==> src/fault_log_regs.vh <==
`ifndef FAULT_LOG_REGS_VH
`define FAULT_LOG_REGS_VH
// register byte offsets
`define FL_CTRL 8'h00
`define FL_CMD 8'h04
`define FL_ACTIVE 8'h08
`define FL_RDOUT 8'h0C
`define FL_RDTIME 8'h10
`define FL_RDPWR 8'h14
`define FL_IRQ_STAT 8'h18
`define FL_IRQ_MASK 8'h1C
`define FL_HCOUNT 8'h20
// control fields and reset value
`define FL_CTRL_POL 0
`define FL_CTRL_LED 1
`define FL_CTRL_RST 2'h0
// command bits, write one to act
`define FL_CMD_CLEAR 0
`define FL_CMD_STAT 1
`define FL_CMD_HIST 2
`define FL_CMD_AZERO 3
`define FL_CMD_ADV 4
`define FL_CMD_QUIT 5
// interrupt event bits
`define FL_EV_ALARM 0
`define FL_EV_WARN 1
`define FL_EV_OT 2
`define FL_EV_LOG 3
`define FL_IRQ_RST 4'h0
// fault indices: 0..15 alarms, 16..31 warnings
`define FL_IX_CPU 5'h06
`define FL_IX_RAM 5'h08
`define FL_IX_ROM 5'h09
`define FL_IX_ESTOP 5'h0D
`define FL_IX_UVOLT 5'h0F
`define FL_IX_SWOT 5'h10
`define FL_IX_HWOT 5'h11
`define FL_SUB_LOG 7
`define FL_CODE_HOME 8'h80
// timing: one second of elapsed time
`define FL_SEC_NS 1000000000
`define FL_CLK_NS 10
`define FL_TICKS_SEC (`FL_SEC_NS / `FL_CLK_NS)
`endif

==> src/fault_log.v <==
// Function
// alarm opens drive-ready, servo off, estop self-clears
// warning opens warning output, reaction per warning
// warning cleared by input, command, power cycle
// overtravel stops motor, opens direction output, blocks
// host moves motor back out of limit
// output polarity configurable, open-on-fault by default
// indicator shows faults only in fault mode
// status query lists active faults, none if clear
// advance key steps, quit key ends readout
// status list order need not follow occurrence
// history keeps up to 32 records
// full history drops oldest, appends newest
// history numbered newest first from one
// record holds fault code and sub-code
// record holds elapsed time and power-on count
// some codes never logged to history
// cpu and rom logging decided per sub-code
// home set logs a non-fault event record
// circular buffer with write pointer and count
//
// Design decisions made here: the register addresses and the AXI4-Lite slave port.
`timescale 1ns/1ps
`include "fault_log_regs.vh"
module fault_log #(
  parameter DEPTH_LOG2 = 5,
  parameter TICKS_SEC = `FL_TICKS_SEC,
  parameter [15:0] WARN_STOP_MASK = 16'h0000
) (
  // clock and reset
  input wire clk,
  input wire rst,
  // axi4-lite write
  input wire [7:0] s_axi_awaddr,
  input wire s_axi_awvalid,
  output reg s_axi_awready,
  input wire [31:0] s_axi_wdata,
  input wire [3:0] s_axi_wstrb,
  input wire s_axi_wvalid,
  output reg s_axi_wready,
  output reg [1:0] s_axi_bresp,
  output reg s_axi_bvalid,
  input wire s_axi_bready,
  // axi4-lite read
  input wire [7:0] s_axi_araddr,
  input wire s_axi_arvalid,
  output reg s_axi_arready,
  output reg [31:0] s_axi_rdata,
  output reg [1:0] s_axi_rresp,
  output reg s_axi_rvalid,
  input wire s_axi_rready,
  // discrete pins from the host
  input wire emergency_stop_in,
  input wire fault_clear_in,
  input wire advance_key,
  input wire quit_key,
  input wire limit_plus_in,
  input wire limit_minus_in,
  // fault reports from servo logic
  input wire fault_valid,
  input wire [4:0] fault_idx,
  input wire [7:0] fault_sub,
  input wire home_return_done,
  input wire [15:0] power_on_count,
  input wire [7:0] io_state,
  // status outputs to the host
  output reg drive_ready_out,
  output reg warning_out,
  output reg overtravel_plus_out,
  output reg overtravel_minus_out,
  // servo reaction
  output reg servo_on,
  output reg motor_stop,
  output reg block_plus,
  output reg block_minus,
  // front indicator
  output reg [7:0] indicator_value,
  output reg indicator_fault_lit,
  // interrupt
  output reg irq
);
  localparam DEPTH = 1 << DEPTH_LOG2;
  // readout states, one-hot
  localparam RO_IDLE = 3'h1;
  localparam RO_STAT = 3'h2;
  localparam RO_HIST = 3'h4;

  // first set bit at or above a start index, 32 if none
  function [5:0] next_set;
    input [31:0] v;
    input [5:0] from;
    integer i;
    begin
      next_set = 6'h20;
      for (i = 31; i >= 0; i = i - 1) begin
        if (v[i] && (i >= from))
          next_set = i[5:0];
      end
    end
  endfunction

  // whether a fault report is written to history
  function log_ok;
    input [4:0] ix;
    input [7:0] sub;
    begin
      case (ix)
        `FL_IX_RAM, `FL_IX_ESTOP, `FL_IX_UVOLT,
        `FL_IX_SWOT, `FL_IX_HWOT: log_ok = 1'b0;
        `FL_IX_CPU, `FL_IX_ROM: log_ok = sub[`FL_SUB_LOG];
        default: log_ok = 1'b1;
      endcase
    end
  endfunction

  // pin synchronisers
  reg [5:0] pin_s1; // first stage
  reg [5:0] pin_s2; // second stage
  reg [5:0] pin_d; // delayed for edges
  wire estop = pin_s2[0];
  wire clr_rise = pin_s2[1] & ~pin_d[1];
  wire adv_rise = pin_s2[2] & ~pin_d[2];
  wire quit_rise = pin_s2[3] & ~pin_d[3];
  wire lim_p = pin_s2[4];
  wire lim_m = pin_s2[5];

  always @(posedge clk) begin
    if (rst) begin
      pin_s1 <= 6'h00;
      pin_s2 <= 6'h00;
      pin_d <= 6'h00;
    end else begin
      pin_s1 <= {limit_minus_in, limit_plus_in, quit_key, advance_key, fault_clear_in, emergency_stop_in};
      pin_s2 <= pin_s1;
      pin_d <= pin_s2;
    end
  end

  // register state
  reg [1:0] ctrl; // polarity, indicator mode
  reg [3:0] irq_stat; // sticky events
  reg [3:0] irq_mask; // enables
  reg [5:0] cmd; // one-cycle command pulses
  reg [31:0] active; // active fault bitmap
  reg [31:0] time_sec; // elapsed seconds
  reg [31:0] sec_div; // tick divider

  // history store
  reg [7:0] h_code [0:DEPTH-1];
  reg [7:0] h_sub [0:DEPTH-1];
  reg [31:0] h_time [0:DEPTH-1];
  reg [15:0] h_pwr [0:DEPTH-1];
  reg [DEPTH_LOG2-1:0] wp; // next free slot
  reg [DEPTH_LOG2:0] h_count; // records held
  reg home_pend; // home event waiting

  // readout state
  reg [2:0] ro_state;
  reg [5:0] ro_pos; // bit index or record number
  reg [7:0] ro_code;
  reg [7:0] ro_sub;
  reg [31:0] ro_time;
  reg [15:0] ro_pwr;
  reg ro_valid;

  // fault classification
  wire fault_clear = clr_rise | cmd[`FL_CMD_CLEAR];
  wire [31:0] set_vec = fault_valid ? (32'h1 << fault_idx) : 32'h0;
  wire alarm_any = |active[15:0];
  wire warn_any = |active[31:16];
  wire warn_stop = |(active[31:16] & WARN_STOP_MASK);
  wire ot_any = active[`FL_IX_SWOT] | active[`FL_IX_HWOT];

  // elapsed time since power-on
  always @(posedge clk) begin
    if (rst) begin
      sec_div <= 32'h0;
      time_sec <= 32'h0;
    end else if (sec_div == TICKS_SEC - 1) begin
      sec_div <= 32'h0;
      time_sec <= time_sec + 32'h1;
    end else begin
      sec_div <= sec_div + 32'h1;
    end
  end

  // active fault bitmap; set beats clear
  reg [31:0] next_active;
  always @* begin
    next_active = active;
    if (fault_clear)
      next_active[31:16] = 16'h0;
    next_active = next_active | set_vec;
    next_active[`FL_IX_ESTOP] = estop;
    next_active[`FL_IX_HWOT] = lim_p | lim_m;
  end

  always @(posedge clk) begin
    if (rst)
      active <= 32'h0;
    else
      active <= next_active;
  end

  // history writes, one record a cycle
  wire log_fault = fault_valid & log_ok(fault_idx, fault_sub);
  wire home_ev = home_return_done | cmd[`FL_CMD_AZERO];
  wire log_home = ~log_fault & (home_pend | home_ev);
  wire log_any = log_fault | log_home;

  always @(posedge clk) begin
    if (log_any) begin
      h_code[wp] <= log_fault ? {3'h0, fault_idx} : `FL_CODE_HOME;
      h_sub[wp] <= log_fault ? fault_sub : 8'h00;
      h_time[wp] <= time_sec;
      h_pwr[wp] <= power_on_count;
    end
  end

  always @(posedge clk) begin
    if (rst) begin
      wp <= {DEPTH_LOG2{1'b0}};
      h_count <= {(DEPTH_LOG2+1){1'b0}};
      home_pend <= 1'b0;
    end else begin
      home_pend <= log_fault & (home_pend | home_ev);
      if (log_any) begin
        wp <= wp + 1'b1;
        if (h_count != DEPTH)
          h_count <= h_count + 1'b1;
      end
    end
  end

  // readout walker
  wire [DEPTH_LOG2-1:0] rd_slot = wp - ro_pos[DEPTH_LOG2-1:0];
  wire [5:0] stat_next = next_set(active, ro_pos + 6'h1);
  wire adv = adv_rise | cmd[`FL_CMD_ADV];
  wire quit = quit_rise | cmd[`FL_CMD_QUIT];

  always @(posedge clk) begin
    if (rst) begin
      ro_state <= RO_IDLE;
      ro_pos <= 6'h0;
    end else begin
      case (ro_state)
        RO_IDLE: begin
          if (cmd[`FL_CMD_STAT] && active != 32'h0) begin
            ro_state <= RO_STAT;
            ro_pos <= next_set(active, 6'h0);
          end else if (cmd[`FL_CMD_HIST] && h_count != 0) begin
            ro_state <= RO_HIST;
            ro_pos <= 6'h1;
          end
        end
        RO_STAT: begin
          if (quit)
            ro_state <= RO_IDLE;
          else if (adv) begin
            if (stat_next[5])
              ro_state <= RO_IDLE;
            else
              ro_pos <= stat_next;
          end
        end
        RO_HIST: begin
          if (quit)
            ro_state <= RO_IDLE;
          else if (adv) begin
            if ({1'b0, ro_pos} >= {1'b0, h_count})
              ro_state <= RO_IDLE;
            else
              ro_pos <= ro_pos + 6'h1;
          end
        end
        default: ro_state <= RO_IDLE;
      endcase
    end
  end

  // readout data registers
  always @(posedge clk) begin
    if (rst) begin
      ro_valid <= 1'b0;
      ro_code <= 8'h00;
      ro_sub <= 8'h00;
      ro_time <= 32'h0;
      ro_pwr <= 16'h0;
    end else if (ro_state == RO_HIST) begin
      ro_valid <= 1'b1;
      ro_code <= h_code[rd_slot];
      ro_sub <= h_sub[rd_slot];
      ro_time <= h_time[rd_slot];
      ro_pwr <= h_pwr[rd_slot];
    end else if (ro_state == RO_STAT && active[ro_pos[4:0]]) begin
      ro_valid <= 1'b1;
      ro_code <= {3'h0, ro_pos[4:0]};
      ro_sub <= 8'h00;
      ro_time <= 32'h0;
      ro_pwr <= 16'h0;
    end else begin
      ro_valid <= 1'b0;
      ro_code <= 8'h00;
      ro_sub <= 8'h00;
      ro_time <= 32'h0;
      ro_pwr <= 16'h0;
    end
  end

  // pin outputs and servo reaction
  wire pol = ctrl[`FL_CTRL_POL];
  wire [5:0] first_ix = next_set(active, 6'h0); // 32 when nothing is active
  always @(posedge clk) begin
    if (rst) begin
      drive_ready_out <= 1'b0;
      warning_out <= 1'b0;
      overtravel_plus_out <= 1'b0;
      overtravel_minus_out <= 1'b0;
      servo_on <= 1'b0;
      motor_stop <= 1'b1;
      block_plus <= 1'b0;
      block_minus <= 1'b0;
      indicator_value <= 8'h00;
      indicator_fault_lit <= 1'b0;
    end else begin
      drive_ready_out <= ~alarm_any ^ pol;
      warning_out <= ~warn_any ^ pol;
      overtravel_plus_out <= ~lim_p ^ pol;
      overtravel_minus_out <= ~lim_m ^ pol;
      servo_on <= ~alarm_any;
      motor_stop <= alarm_any | ot_any | warn_stop;
      block_plus <= lim_p;
      block_minus <= lim_m;
      if (ctrl[`FL_CTRL_LED] == 1'b0) begin
        indicator_fault_lit <= active != 32'h0;
        indicator_value <= {3'h0, first_ix[4:0]};
      end else begin
        indicator_fault_lit <= 1'b0;
        indicator_value <= io_state;
      end
    end
  end

  // interrupt events
  wire [3:0] ev = {log_any, (lim_p | lim_m) & ~active[`FL_IX_HWOT],
    |(set_vec[31:16] & ~active[31:16]), |(next_active[15:0] & ~active[15:0])};

  // axi write path, address and data in any order
  reg aw_held;
  reg w_held;
  reg [7:0] aw_addr;
  reg [31:0] w_data;
  reg [3:0] w_strb;
  wire wr_go = aw_held & w_held & ~s_axi_bvalid;

  always @(posedge clk) begin
    if (rst) begin
      aw_held <= 1'b0;
      w_held <= 1'b0;
      aw_addr <= 8'h00;
      w_data <= 32'h0;
      w_strb <= 4'h0;
      s_axi_awready <= 1'b0;
      s_axi_wready <= 1'b0;
      s_axi_bvalid <= 1'b0;
      s_axi_bresp <= 2'h0;
      ctrl <= `FL_CTRL_RST;
      irq_mask <= `FL_IRQ_RST;
      cmd <= 6'h00;
    end else begin
      s_axi_awready <= ~aw_held & ~s_axi_awready;
      s_axi_wready <= ~w_held & ~s_axi_wready;
      if (s_axi_awvalid && s_axi_awready) begin
        aw_held <= 1'b1;
        aw_addr <= s_axi_awaddr;
      end
      if (s_axi_wvalid && s_axi_wready) begin
        w_held <= 1'b1;
        w_data <= s_axi_wdata;
        w_strb <= s_axi_wstrb;
      end
      cmd <= 6'h00;
      if (s_axi_bvalid && s_axi_bready)
        s_axi_bvalid <= 1'b0;
      if (wr_go) begin
        aw_held <= 1'b0;
        w_held <= 1'b0;
        s_axi_bvalid <= 1'b1;
        s_axi_bresp <= 2'h0;
        case (aw_addr)
          `FL_CTRL: if (w_strb[0]) ctrl <= w_data[1:0];
          `FL_CMD: if (w_strb[0]) cmd <= w_data[5:0];
          `FL_IRQ_MASK: if (w_strb[0]) irq_mask <= w_data[3:0];
          `FL_ACTIVE, `FL_RDOUT, `FL_RDTIME, `FL_RDPWR,
          `FL_IRQ_STAT, `FL_HCOUNT: s_axi_bresp <= 2'h0;
          default: s_axi_bresp <= 2'h2;
        endcase
      end
    end
  end

  // axi read path; status read clears, new events win
  wire rd_go = s_axi_arvalid & s_axi_arready;
  wire rd_clr = rd_go && (s_axi_araddr == `FL_IRQ_STAT);
  always @(posedge clk) begin
    if (rst) begin
      s_axi_arready <= 1'b0;
      s_axi_rvalid <= 1'b0;
      s_axi_rdata <= 32'h0;
      s_axi_rresp <= 2'h0;
      irq_stat <= `FL_IRQ_RST;
      irq <= 1'b0;
    end else begin
      s_axi_arready <= ~s_axi_rvalid & ~s_axi_arready;
      irq_stat <= (irq_stat & ~(rd_clr ? irq_stat : 4'h0)) | ev;
      irq <= |(irq_stat & irq_mask);
      if (s_axi_rvalid && s_axi_rready)
        s_axi_rvalid <= 1'b0;
      if (rd_go) begin
        s_axi_rvalid <= 1'b1;
        s_axi_rresp <= 2'h0;
        case (s_axi_araddr)
          `FL_CTRL: s_axi_rdata <= {30'h0, ctrl};
          `FL_CMD: s_axi_rdata <= 32'h0;
          `FL_ACTIVE: s_axi_rdata <= active;
          `FL_RDOUT: s_axi_rdata <= {ro_valid, 4'h0, ro_state, 2'h0, ro_pos, ro_sub, ro_code};
          `FL_RDTIME: s_axi_rdata <= ro_time;
          `FL_RDPWR: s_axi_rdata <= {16'h0, ro_pwr};
          `FL_IRQ_STAT: s_axi_rdata <= {28'h0, irq_stat};
          `FL_IRQ_MASK: s_axi_rdata <= {28'h0, irq_mask};
          `FL_HCOUNT: s_axi_rdata <= {26'h0, h_count};
          default: begin
            s_axi_rdata <= 32'h0;
            s_axi_rresp <= 2'h2;
          end
        endcase
      end
    end
  end
endmodule // fault_log

==> config.mk <==
export PLATFORM = sky130hd
export DESIGN_NAME = fault_log
export DESIGN_NICKNAME = d
export VERILOG_FILES = /design/src/fault_log.v
export VERILOG_INCLUDE_DIRS = /design/src /design/src/src
export SDC_FILE = /design/constraint.sdc
export NUM_CORES = 2
export LEC_CHECK = 0
export ABC_AREA = 0
export BUFFER_PORTS_ARGS = -buffer_cell sky130_fd_sc_hd__buf_2
export CAP_MARGIN = 20
export CORE_UTILIZATION = 45
export DETAILED_ROUTE_END_ITERATION = 8
export PLACE_DENSITY_LB_ADDON = 0.3
export SYNTH_ARGS = -nofsm -noshare
export SYNTH_HDL_FRONTEND = slang
export SYNTH_SLANG_ARGS = --single-unit
==> constraint.sdc <==
create_clock -name clk -period 6.2 [get_ports clk]
set_clock_uncertainty 0.05 [all_clocks]
set_input_delay 0.62 -clock clk [delete_from_list [all_inputs] [get_ports clk]]
set_output_delay 0.62 -clock clk [all_outputs]
set_load 0.02 [all_outputs]
==> flow_metrics.py <==
metrics = {
    "routing": {
        "avgRoutedWirePerCell_um": 29.93,
        "viasPerCell": 6.102,
        "routed_wl_um": 224500,
        "drt-pass1-iter-count": 7,
        "drt_iter0_markers": 5744,
        "drc": 0,
        "vias": 45790,
        "drtAntennaViolNets": 0,
    },
    "sta": {
        "rsz0062_at_grt": "false",
        "relSlewSlack": 0.2482,
        "drv_slew": 0,
        "finalSetupTns_ns": 0,
        "fmaxAchievable_mhz": 229.9,
        "worstMarginPinSlew_ns": 1.126,
        "finalSetupViolCount": 0,
        "period_share": 0.7015,
        "post-route-min-period_ns": 4.349,
        "hold_violations": 0,
        "holdWs_ns": 0.06359,
    },
    "clock_tree": {
        "cts_root_buf": "clkbuf_16",
        "cts_tree": "done",
        "clk-insertion-delay-late_ns": 0.85,
        "post_cts_buffers": 0,
        "htreeDepth": 4,
        "cts_buffers": 219,
        "clkTransAtPathRegs_ns": 0.06,
        "numClockSinks": 2269,
        "clk_path_buf_depth": 3,
    },
    "synth": {
        "synth_seq_cells": 2269,
        "synth_top_area_frac": 0.6766,
        "netlist_area_mm2": 0.08805,
        "synth_top_cell_by_area": "edfxtp_1",
        "synth_commonest_cells": "edfxtp_1 (1984), mux4_2 (630), dfxtp_1 (285)",
        "synth-edff-count": 1984,
        "synthArstFlopShare": 0,
        "synth_area_leaders": "edfxtp_1 (68%), mux4_2 (16%), dfxtp_1 (6.5%)",
        "synthDistinctLibCells": 80,
        "synth_area_per_cell_um2": 19.51,
        "yosysSeqAreaShare": 0.7414,
        "yosysMostFrequentCell": "edfxtp_1",
        "ys.warnings.count": 0,
        "synth_cells": 4514,
        "ys.flop_type": "edfxtp_1",
    },
    "worst_setup_path": {
        "crit_type": "reg -> reg",
        "cp.required_ns": 6.84,
        "crit_path_start": "ro_pos[1]$_SDFFE_PP0P_",
        "r2r-start": "ro_pos[1]$_SDFFE_PP0P_",
        "endpoint_kind": "register",
        "cp.arrival_ns": 4.99,
        "critical_path.startpoint_type": "register",
        "worstPathMaxFanout": 42,
    },
    "global_routing": {
        "antenna_found_initial": 10,
        "grt_max_degree": 98,
        "grt_pass1_vias": 45270,
        "grt_pass1_wl_um": 323100,
        "globalRouteTotalUtil": 0.2272,
        "grt_overflow": 0,
    },
    "die": {
        "die_x_um": 444.3,
        "die_y_um": 444.3,
        "ios": 163,
        "core_area_mm2": 0.1934,
        "rows": 161,
        "die_area_mm2": 0.1974,
        "initial_core_util": 0.4553,
    },
    "layout": {
        "area_growth_pct": 14.51,
        "final_area_mm2": 0.1008,
        "multi_input_area_mm2": 0.02195,
        "final_cells": 7503,
        "final_nets": 4912,
        "ff_latch_area_mm2": 0.06528,
        "layout-drive-gt1-share": 0.2631,
        "fill_cells": 15160,
        "final_util": 0.5214,
    },
    "power": {
        "power.density_mw_per_mm2": 326.4,
        "max-vdd-ir-drop_v": 0.0002785,
        "leakagePower_nw": 32.34,
    },
    "place": {
        "dp_cells": 7036,
        "dpl_cell_area_mm2": 0.09283,
        "gp_congestion": 0.8689,
        "dp_hpwl_um": 122000,
        "io_buffer_count": 131,
    },
    "hold_path": {
        "hold_class": "in -> reg",
        "hp-start": "io_state[2]",
    },
    "run": {
        "drv_cap": 0,
    },
    "status": {
        "status": "complete, no violations",
    },
}
==> cells by family (layout without fill, tap and decap cells) <==
| logic type | after synthesis | in the layout | synth area share |
|---|---|---|---|
| compound gates | 434 | 434 | 0.03159 |
| xor+xnor | 72 | 72 | 0.007162 |
| fa+ha+maj | 22 | 22 | 0.003212 |
| buf+inv | 311 | 771 | 0.01349 |
| flops | 2269 | 2269 | 0.7414 |
| mux | 647 | 647 | 0.1631 |
| other cells | 1 | 4 | 0.00004259 |
| simple gates | 758 | 758 | 0.03999 |
==> stage by stage <==
step,power (W),setup WS (ns)
final,0.03291,1.851
after floorplan,0.01928,0.5255
after global routing,0.03387,1.665
after detailed placement,0.02020,1.650
after global placement,0.02016,1.711
after CTS,0.03314,1.899
==> area by class of cell <==
cell class	count	share of cell area
multi-input combinational	1935	0.2177
clock inverter	106	0.009432
timing repair buffer	320	0.03191
clock buffer	304	0.06055
inverter	41	0.001526
sequential	2269	0.6475
antenna	2	0.00004964
tap	2526	0.03135
==> path summary, 6_finish.rpt <==
| kind | endpoint | slack (ns) | cells past startpoint |
|---|---|---|---|
| setup / recovery | ro_time[20]$_SDFF_PP0_ | 1.85 | 9 |
| hold / removal | indicator_value[2]$_SDFF_PP0_ | 0.06 | 3 |
| setup reg to reg | ro_time[20]$_SDFF_PP0_ | 1.85 | 9 |
| hold reg to reg | s_axi_arready$_SDFF_PP0_ | 0.40 | 1 |
==> sequential cells by signal (all words and copies together), names as in the netlist, 16 cells and up <==
register	count
active	31
h_pwr	512
sec_div	32
h_sub	256
ro_pwr	16
h_code	192
ro_time	32
time_sec	32
s_axi_rdata	32
h_time	1024
==> cells in the final DEF (no fill, tap or decap), types with 23 or more instances in the layout <==
cell type and count:
nor2_4 33, dfxtp_1 285, buf_2 130, nor2b_1 33
clkinv_2 39, nand3_1 55, nand2_1 225, xnor2_1 32
xor2_1 36, edfxtp_1 1984, clkbuf_16 222, buf_4 85
inv_1 40, clkbuf_1 57, nor2_1 205, a21oi_1 173
nor3_1 40, nand2b_1 23, clkinv_1 37, buf_12 49
o21ai_0 65, a22oi_1 35, mux4_2 630, clkbuf_8 24
dlygate4sd3_1 28
==> per-layer routing <==
layer  track usage  part of all wire
met5             0                 0
met4       0.05156             0.021
met3       0.04027             0.089
met2        0.3594              0.48
met1        0.3308              0.41
==> power breakdown <==
group,switching (W),internal [W],total [W]
Clock,0.00567,0.00738,0.0130
Sequential,0.0000857,0.0167,0.0168
Combinational,0.00157,0.00148,0.00305
==> critical path: stages, from the launching register on <==
cell and delay (ns):
dfxtp_1 0.46, buf_4 0.30, inv_1 0.15, fa_4 1.38
buf_12 0.34, buf_4 0.36, mux4_2 0.36, mux4_2 0.48
nand2_1 0.10, a21oi_1 0.07
==> what timing repair did <==
item                      in CTS  in global routing
gates resized for setup        0                  0
hold buffers                  28                  0
hold endpoints to repair      28                  0
Power figures use the tool's default switching activity.
